--- config.mk ---
export PLATFORM = sky130hd
export DESIGN_NAME = uer_ep0_rx
export DESIGN_NICKNAME = d
export VERILOG_FILES = /design/src/verilog/uer_pkg.sv /design/src/verilog/uer_fifo_mem.sv /design/src/verilog/uer_ep0_rx.sv
export VERILOG_INCLUDE_DIRS = /design/src /design/src/verilog
export SDC_FILE = /design/constraint.sdc
export NUM_CORES = 1
export LEC_CHECK = 0
export ABC_AREA = 1
export BUFFER_PORTS_ARGS = -buffer_cell sky130_fd_sc_hd__buf_4
export CORE_MARGIN = 4
export CORE_UTILIZATION = 40
export DETAILED_ROUTE_END_ITERATION = 8
export PLACE_DENSITY_LB_ADDON = 0.3
export RECOVER_POWER = 100
export SLEW_MARGIN = 15
export SYNTH_ARGS = -nofsm -noshare
export SYNTH_HDL_FRONTEND = slang
export SYNTH_SLANG_ARGS = --single-unit
export TNS_END_PERCENT = 5
--- constraint.sdc ---
create_clock -name i_clk -period 2.2 [get_ports i_clk]
set_input_delay 0.11 -clock i_clk [delete_from_list [all_inputs] [get_ports i_clk]]
set_output_delay 0.11 -clock i_clk [all_outputs]
set_load 0.02 [all_outputs]
--- src/verilog/uer_map.svh ---
`ifndef UER_MAP_SVH
`define UER_MAP_SVH
`define UER_STATUS_ADDR 8'h14
`define UER_STATUS_RESET 8'h00
`define UER_BIT_SETUP 0
`define UER_BIT_OUT 1
`define UER_BIT_IN 2
`define UER_BIT_TOGGLE 3
`define UER_COUNT_LSB 4
`define UER_FIFO_BASE 8'h70
`define UER_FIFO_DEPTH 8
`define UER_IRQ_MASK_BIT 3
`endif

--- src/verilog/uer_pkg.sv ---
package uer_pkg;
   typedef enum logic [1:0] {uer_tok_out, uer_tok_in, uer_tok_setup} uer_token_type;
   typedef enum {uer_idle, uer_data, uer_commit, uer_irq} uer_state_type;
endpackage : uer_pkg

--- src/verilog/uer_fifo_mem.sv ---
`include "uer_map.svh"
module uer_fifo_mem #(
   parameter int DEPTH = `UER_FIFO_DEPTH
) (
   // clock and reset
   input wire logic i_clk,
   input wire logic i_resetn,
   // write port
   input wire logic i_we,
   input wire logic [2:0] i_waddr,
   input wire logic [7:0] i_wdata,
   // read port
   input wire logic [2:0] i_raddr,
   output logic [7:0] o_rdata
);
   logic [7:0] mem [DEPTH];
   logic [7:0] next_rdata;
   always_comb begin
      next_rdata = mem[i_raddr];
   end
   always_ff @(posedge i_clk) begin
      if (i_we) begin
         mem[i_waddr] <= i_wdata;
      end
   end
   always_ff @(posedge i_clk or negedge i_resetn) begin
      if (!i_resetn) begin
         o_rdata <= 8'h00;
      end else begin
         o_rdata <= next_rdata;
      end
   end
endmodule : uer_fifo_mem

--- src/verilog/uer_ep0_rx.sv ---
`include "uer_map.svh"
module uer_ep0_rx (
   // clock and reset
   input wire logic i_clk,
   input wire logic i_resetn,
   // serial engine side
   input wire logic i_tok_valid,
   input wire logic [1:0] i_tok_type,
   input wire logic i_byte_valid,
   input wire logic [7:0] i_byte,
   input wire logic i_pkt_end,
   input wire logic i_pkt_ok,
   input wire logic i_pkt_toggle,
   // endpoint controls
   input wire logic i_halt_ctl,
   input wire logic i_accept_out_ctl,
   input wire logic i_status_out_ctl,
   input wire logic i_ep0_irq_mask_bit,
   // firmware io port
   input wire logic i_io_wr,
   input wire logic i_io_rd,
   input wire logic [7:0] i_io_addr,
   input wire logic [7:0] i_io_wdata,
   output logic [7:0] o_io_rdata,
   // firmware fifo port
   input wire logic i_fw_fifo_wr,
   input wire logic [2:0] i_fw_fifo_addr,
   input wire logic [7:0] i_fw_fifo_wdata,
   input wire logic [2:0] i_fifo_raddr,
   output logic [7:0] o_fifo_rdata,
   // status
   output logic o_fw_fifo_blocked,
   output logic o_ep0_irq
);
   uer_pkg::uer_state_type state, next_state;
   logic [7:0] status, next_status;
   logic last_setup, next_last_setup;
   logic store, next_store, upd, next_upd;
   logic [3:0] cnt, next_cnt;
   logic tog, next_tog;
   logic [7:0] rdata, next_rdata;
   logic next_irq;
   logic sie_we;
   logic [2:0] sie_addr;
   logic mem_we;
   logic [2:0] mem_addr;
   logic [7:0] mem_wdata;

   function automatic logic hit(input logic [7:0] a);
      hit = (a == `UER_STATUS_ADDR);
   endfunction : hit

   assign sie_we = (state == uer_pkg::uer_data) && i_byte_valid && store && (cnt < 4'd8);
   assign sie_addr = cnt[2:0];
   // firmware writes gated while setup flag is set
   assign mem_we = sie_we || (i_fw_fifo_wr && !status[`UER_BIT_SETUP]);
   assign mem_addr = sie_we ? sie_addr : i_fw_fifo_addr;
   assign mem_wdata = sie_we ? i_byte : i_fw_fifo_wdata;

   uer_fifo_mem #(.DEPTH(`UER_FIFO_DEPTH)) u_mem (
      .i_clk(i_clk),
      .i_resetn(i_resetn),
      .i_we(mem_we),
      .i_waddr(mem_addr),
      .i_wdata(mem_wdata),
      .i_raddr(i_fifo_raddr),
      .o_rdata(o_fifo_rdata)
   );

   always_comb begin
      next_state = state;
      next_status = status;
      next_last_setup = last_setup;
      next_store = store;
      next_upd = upd;
      next_cnt = cnt;
      next_tog = tog;
      next_irq = 1'b0;
      next_rdata = hit(i_io_addr) && i_io_rd ? status : 8'h00;
      if (i_io_wr && hit(i_io_addr)) begin
         // keep toggle bit; keep setup flag while setup data arrives
         next_status = {4'h0, status[`UER_BIT_TOGGLE], 3'b000};
         if (state == uer_pkg::uer_data && last_setup) begin
            next_status[`UER_BIT_SETUP] = status[`UER_BIT_SETUP];
         end
      end
      case (state)
         uer_pkg::uer_idle: begin
            if (i_tok_valid) begin
               next_status[`UER_BIT_OUT] = (i_tok_type == uer_pkg::uer_tok_out);
               next_status[`UER_BIT_IN] = (i_tok_type == uer_pkg::uer_tok_in);
               if (i_tok_type == uer_pkg::uer_tok_setup) begin
                  next_status[`UER_BIT_SETUP] = 1'b1;
               end
               next_last_setup = (i_tok_type == uer_pkg::uer_tok_setup);
               next_cnt = 4'h0;
               if (i_tok_type == uer_pkg::uer_tok_setup) begin
                  next_store = 1'b1;
                  next_upd = 1'b1;
                  next_state = uer_pkg::uer_data;
               end else if (i_tok_type == uer_pkg::uer_tok_out) begin
                  next_store = i_accept_out_ctl && !i_halt_ctl && !i_status_out_ctl;
                  next_upd = !i_halt_ctl && (i_accept_out_ctl || i_status_out_ctl);
                  next_state = uer_pkg::uer_data;
               end
            end
         end
         uer_pkg::uer_data: begin
            if (i_byte_valid && cnt != 4'hf) begin
               next_cnt = cnt + 4'h1;
            end
            if (i_pkt_end) begin
               next_tog = i_pkt_toggle;
               next_state = (i_pkt_ok && upd) ? uer_pkg::uer_commit : uer_pkg::uer_idle;
            end
         end
         uer_pkg::uer_commit: begin
            next_status[7:`UER_COUNT_LSB] = cnt;
            next_status[`UER_BIT_TOGGLE] = tog;
            next_state = uer_pkg::uer_irq;
         end
         default: begin
            next_irq = i_ep0_irq_mask_bit;
            next_state = uer_pkg::uer_idle;
         end
      endcase
   end

   always_ff @(posedge i_clk or negedge i_resetn) begin
      if (!i_resetn) begin
         state <= uer_pkg::uer_idle;
         status <= `UER_STATUS_RESET;
         last_setup <= 1'b0;
         store <= 1'b0;
         upd <= 1'b0;
         cnt <= 4'h0;
         tog <= 1'b0;
         o_io_rdata <= 8'h00;
         o_fw_fifo_blocked <= 1'b0;
         o_ep0_irq <= 1'b0;
      end else begin
         state <= next_state;
         status <= next_status;
         last_setup <= next_last_setup;
         store <= next_store;
         upd <= next_upd;
         cnt <= next_cnt;
         tog <= next_tog;
         o_io_rdata <= next_rdata;
         o_fw_fifo_blocked <= next_status[`UER_BIT_SETUP];
         o_ep0_irq <= next_irq;
      end
   end

   property p_irq_after_commit;
      @(posedge i_clk) disable iff (!i_resetn)
      o_ep0_irq |-> $past(state == uer_pkg::uer_commit, 2);
   endproperty
   a_irq_after_commit: assert property (p_irq_after_commit) else $error("irq without commit");
   property p_write_clears;
      @(posedge i_clk) disable iff (!i_resetn)
      (i_io_wr && hit(i_io_addr) && state == uer_pkg::uer_idle && !i_tok_valid)
         |=> status == {4'h0, $past(status[3]), 3'b000};
   endproperty
   a_write_clears: assert property (p_write_clears) else $error("write clear wrong");
   property p_setup_sets;
      @(posedge i_clk) disable iff (!i_resetn)
      (state == uer_pkg::uer_idle && i_tok_valid && i_tok_type == uer_pkg::uer_tok_setup)
         |=> status[0] && status[2:1] == 2'b00;
   endproperty
   a_setup_sets: assert property (p_setup_sets) else $error("setup flag not set");
   property p_setup_held;
      @(posedge i_clk) disable iff (!i_resetn)
      (status[0] && state == uer_pkg::uer_data && last_setup) |=> status[0];
   endproperty
   a_setup_held: assert property (p_setup_held) else $error("setup flag lost");
   property p_fw_block;
      @(posedge i_clk) disable iff (!i_resetn)
      (status[0] && i_fw_fifo_wr && !(state == uer_pkg::uer_data && i_byte_valid && store))
         |-> !mem_we;
   endproperty
   a_fw_block: assert property (p_fw_block) else $error("fifo write not blocked");
   property p_out_flag;
      @(posedge i_clk) disable iff (!i_resetn)
      (state == uer_pkg::uer_idle && i_tok_valid && i_tok_type == uer_pkg::uer_tok_out
         && !(i_io_wr && hit(i_io_addr))) |=> status[2:1] == 2'b01;
   endproperty
   a_out_flag: assert property (p_out_flag) else $error("out flag wrong");
   property p_toggle_ro;
      @(posedge i_clk) disable iff (!i_resetn)
      (state != uer_pkg::uer_commit) |=> status[3] == $past(status[3]);
   endproperty
   a_toggle_ro: assert property (p_toggle_ro) else $error("toggle changed");
   property p_count;
      @(posedge i_clk) disable iff (!i_resetn)
      (state == uer_pkg::uer_commit) |=> status[7:4] == $past(cnt);
   endproperty
   a_count: assert property (p_count) else $error("count wrong");
   property p_out_store;
      @(posedge i_clk) disable iff (!i_resetn)
      (state == uer_pkg::uer_idle && i_tok_valid && i_tok_type == uer_pkg::uer_tok_out
         && i_halt_ctl) |=> !store && !upd;
   endproperty
   a_out_store: assert property (p_out_store) else $error("halted out stored");
   property p_in_flag;
      @(posedge i_clk) disable iff (!i_resetn)
      (state == uer_pkg::uer_idle && i_tok_valid && i_tok_type == uer_pkg::uer_tok_in)
         |=> status[2:1] == 2'b10;
   endproperty
   a_in_flag: assert property (p_in_flag) else $error("in flag wrong");
   property p_setup_stays;
      @(posedge i_clk) disable iff (!i_resetn)
      (status[0] && !(i_io_wr && hit(i_io_addr))) |=> status[0];
   endproperty
   a_setup_stays: assert property (p_setup_stays) else $error("setup flag dropped");
   property p_nak_quiet;
      @(posedge i_clk) disable iff (!i_resetn)
      (state == uer_pkg::uer_data && i_pkt_end && !(i_pkt_ok && upd))
         |=> (!o_ep0_irq) [*3];
   endproperty
   a_nak_quiet: assert property (p_nak_quiet) else $error("irq on refused packet");
   property p_irq_mask;
      @(posedge i_clk) disable iff (!i_resetn)
      o_ep0_irq |-> $past(i_ep0_irq_mask_bit);
   endproperty
   a_irq_mask: assert property (p_irq_mask) else $error("masked irq raised");
   c_setup: cover property (@(posedge i_clk) state == uer_pkg::uer_commit && last_setup);
   c_out: cover property (@(posedge i_clk) state == uer_pkg::uer_commit && !last_setup);
   c_irq: cover property (@(posedge i_clk) o_ep0_irq);
   c_block: cover property (@(posedge i_clk) i_fw_fifo_wr && status[0]);
endmodule : uer_ep0_rx

==> metrics <==
critical path data arrival time=a little over 2 ns; I/O pin total=around 70; reg-to-reg endpoint=u_mem.mem[4][6]; Total GRT Usage=15.1%; # clock sinks=99; GPL Wtd Cong=0.800; register bit count reported by yosys=99; DRC viols=0; synth unique cells=25; Core Area=approximately 10000 sq um; R2R Setup Slk=around 0.24 ns; IO Port Bufs=between 60 and 70; Avg Synthesized Cell Area=between 10 and 15 sq um; CP Cell Sequence=inv_1 > nand2_2 > nor2_4 > nand2_1 > nand2_1 > nand2_1 > nor2_1 > clkbuf_4; layout cells sized above 1=between 10% and 20%; via count=3061; Fin. Hold Viols=0; Final Net Count=550; total setup buffers inserted after CTS=0; largest net degree at the start of global routing=36; worst setup path end=u_mem.mem[4][6]; Initial Utilization=about two fifths; power density over the cells=942 nW/um^2; most frequent CP cell=nand2_1; Setup Viol. Count Final=0; drt via density=slightly below 5; crit path capture type=register; clk buf depth=2; hold depth=3; Tcrit/Tclk final=roughly nine tenths; CP startpoint kind=register; hold slack final=approximately 0.014 ns; peak supply drop=about 0.42 mV; Filler Cells Inserted=961; CTS Hold Buffers Added=9; Slew headroom=a little under two fifths; total gr overflow=0; Mapped Area=approximately 4200 sq um; Syn Inst Count=~420; Initial DRC Count=236; critical path required time=between 2 and 2.5 ns; worst slew pin tran=0.933 ns; worst skew pair latency=about 0.36 ns; Max Cap Violations=0; CTS buffer count=9; setup repair after global routing missed its margin=no; Layout area overhead=20.6%; Setup Skew=between 0.01 and 0.015 ns; vias in the first global route=3132; syn nets=around 470; CTS root buf=clkbuf_8; minimum clock period=approximately 2.0 ns; worst reg2reg path startpoint=cnt[3]; row count=37; footprint of the multi-input gates=1210 sq um; Syn. warnings=0; WL final=8.90 mm; fin. max-slew vios=0; sequential cell area=2800 sq um; H-Tree Depth=3; setup TNS=0 ns; crit path from=cnt[3]; Critical Path Max Stage Delay=0.43 ns; antenna viol nets, final=0; die area=between 10000 and 15000 sq um; CTS tree=done; Die Width=roughly 110 um; status=finished, final reports clean; first-pass GRT wire length=between 10 and 15 mm; Hold Path Class=in -> reg; CTS resizes=0; ANT cells=0; DR WL/cell=roughly 14 um; Pleak=~2.1 nW; initial antenna violation count=0; Reg clk slew, reported paths=about 0.10 ns; post-synthesis sequential area ratio=66.6%; critical path fanouts, max=16; first-pass iteration count of the detailed router=6; Die H=around 110 um; WS Path Type=reg -> reg; reg2reg path depth=8; critical path's slowest cell=dfrtp_1; detailed placement HPWL=6.22 mm; Max Fclk=511 MHz
routing by layer:
metal  global-route usage (%)  share of wire [%]
met5                        0                  0
met4                     5.67                1.9
met3                     3.18                3.8
met2                     24.2                 48
met1                     20.3                 46
placed cells by master (no fill, tap or decap), types with 2 or more instances in the layout:
cell	count
a21oi_1	2
buf_4	49
clkbuf_1	19
clkbuf_2	2
clkbuf_4	2
clkbuf_8	9
dfrtp_1	35
dlygate4sd3_1	9
edfxtp_1	64
inv_1	33
inv_6	3
nand2_1	85
nand2_2	4
nand3_1	17
nand3b_1	2
nor2_1	80
nor3_1	3
o21ai_0	63
o21ai_1	2
o21bai_1	5
state kept, by name (all words and copies together) (netlist names), 2 cells and up:
register and flops:
state 2, u_mem.mem 64, u_mem.o_rdata 8, cnt 4
status 8, o_io_rdata 8
stage by stage:
| stage | instance area (sq um) | power (mW) | util, % | setup WS [ns] | cells |
|---|---|---|---|---|---|
| 2_1_floorplan | 4200 | 3.22 | - | 0.385 | 417 |
| 3_3_place_gp | 4840 | 3.58 | 47.1 | 0.338 | 611 |
| 3_5_place_dp | 4840 | 3.62 | 47.1 | 0.281 | 611 |
| 4_1_cts | 5140 | 4.84 | 50.0 | 0.260 | 636 |
| 5_1_grt | 5070 | 5.05 | 49.3 | 0.0366 | 636 |
| 6_report | 5070 | 4.77 | 49.3 | 0.242 | 636 |
worst max-delay path: cells and delay by family, from the launching register on:
kind	cells	cell delay (ns)
AND/OR/NAND/NOR	6	0.87
flip-flops	1	0.43
buffers and inverters	2	0.34
power by group:
group	switching, mW	internal [mW]	total (mW)
registers	0.155	2.35	2.50
clock network	0.664	0.548	1.21
logic	0.722	0.334	1.06
total	1.54	3.23	4.77
area by class of cell:
class / count / area share [%]
flip-flops and latches: 99 / 55.2
repair buffers: 81 / 10.9
multi-input cells: 271 / 23.9
clock inverters: 7 / 1.65
well taps: 136 / 3.36
clock buffers: 9 / 2.45
inverters: 33 / 2.45
synth_stat cells:
cell type  count  area, sq um
nand4_1        1         6.26
nand3b_1       2         15.0
nand2_1       85          319
nand3_1       17         85.1
a21oi_1        2         10.0
mux2i_1        1         10.0
nand2_2        4         25.0
dfrtp_1       35          876
buf_2          4         20.0
xnor2_1        1         8.76
nor2_4         1         11.3
o21ai_1        3         15.0
buf_6          1         11.3
nor2_1        80          300
inv_1         33          124
o21ai_0       62          310
nand3_4        1         17.5
o31ai_1        1         7.51
buf_1          1         3.75
clkbuf_1       8         30.0
o21bai_1       5         37.5
nor3_1         3         15.0
ha_1           1         12.5
o22ai_1        1         6.26
edfxtp_1      64         1920
worst min path at each step:
stage	startpoint	endpoint	slack [ns]
floorplan	i_resetn	cnt[0]	-0.19
global placement	i_resetn	o_ep0_irq	0.10
detailed placement	i_resetn	o_ep0_irq	0.11
CTS	i_pkt_ok	state[1]	0.004
global route	i_pkt_end	tog	0.02
finish	i_pkt_ok	state[1]	0.01
logic make-up after synthesis:
group | after synthesis | synth area share (%)
AOI/OAI and AO/OA | 74 | 9.21
xor gates and xnor gates | 1 | 0.209
adders and majority gates | 1 | 0.298
buffers and inverters | 47 | 4.50
DFF | 99 | 66.6
muxes | 1 | 0.238
and+or+nand+nor | 194 | 18.9
Power figures use the tool's default switching activity.
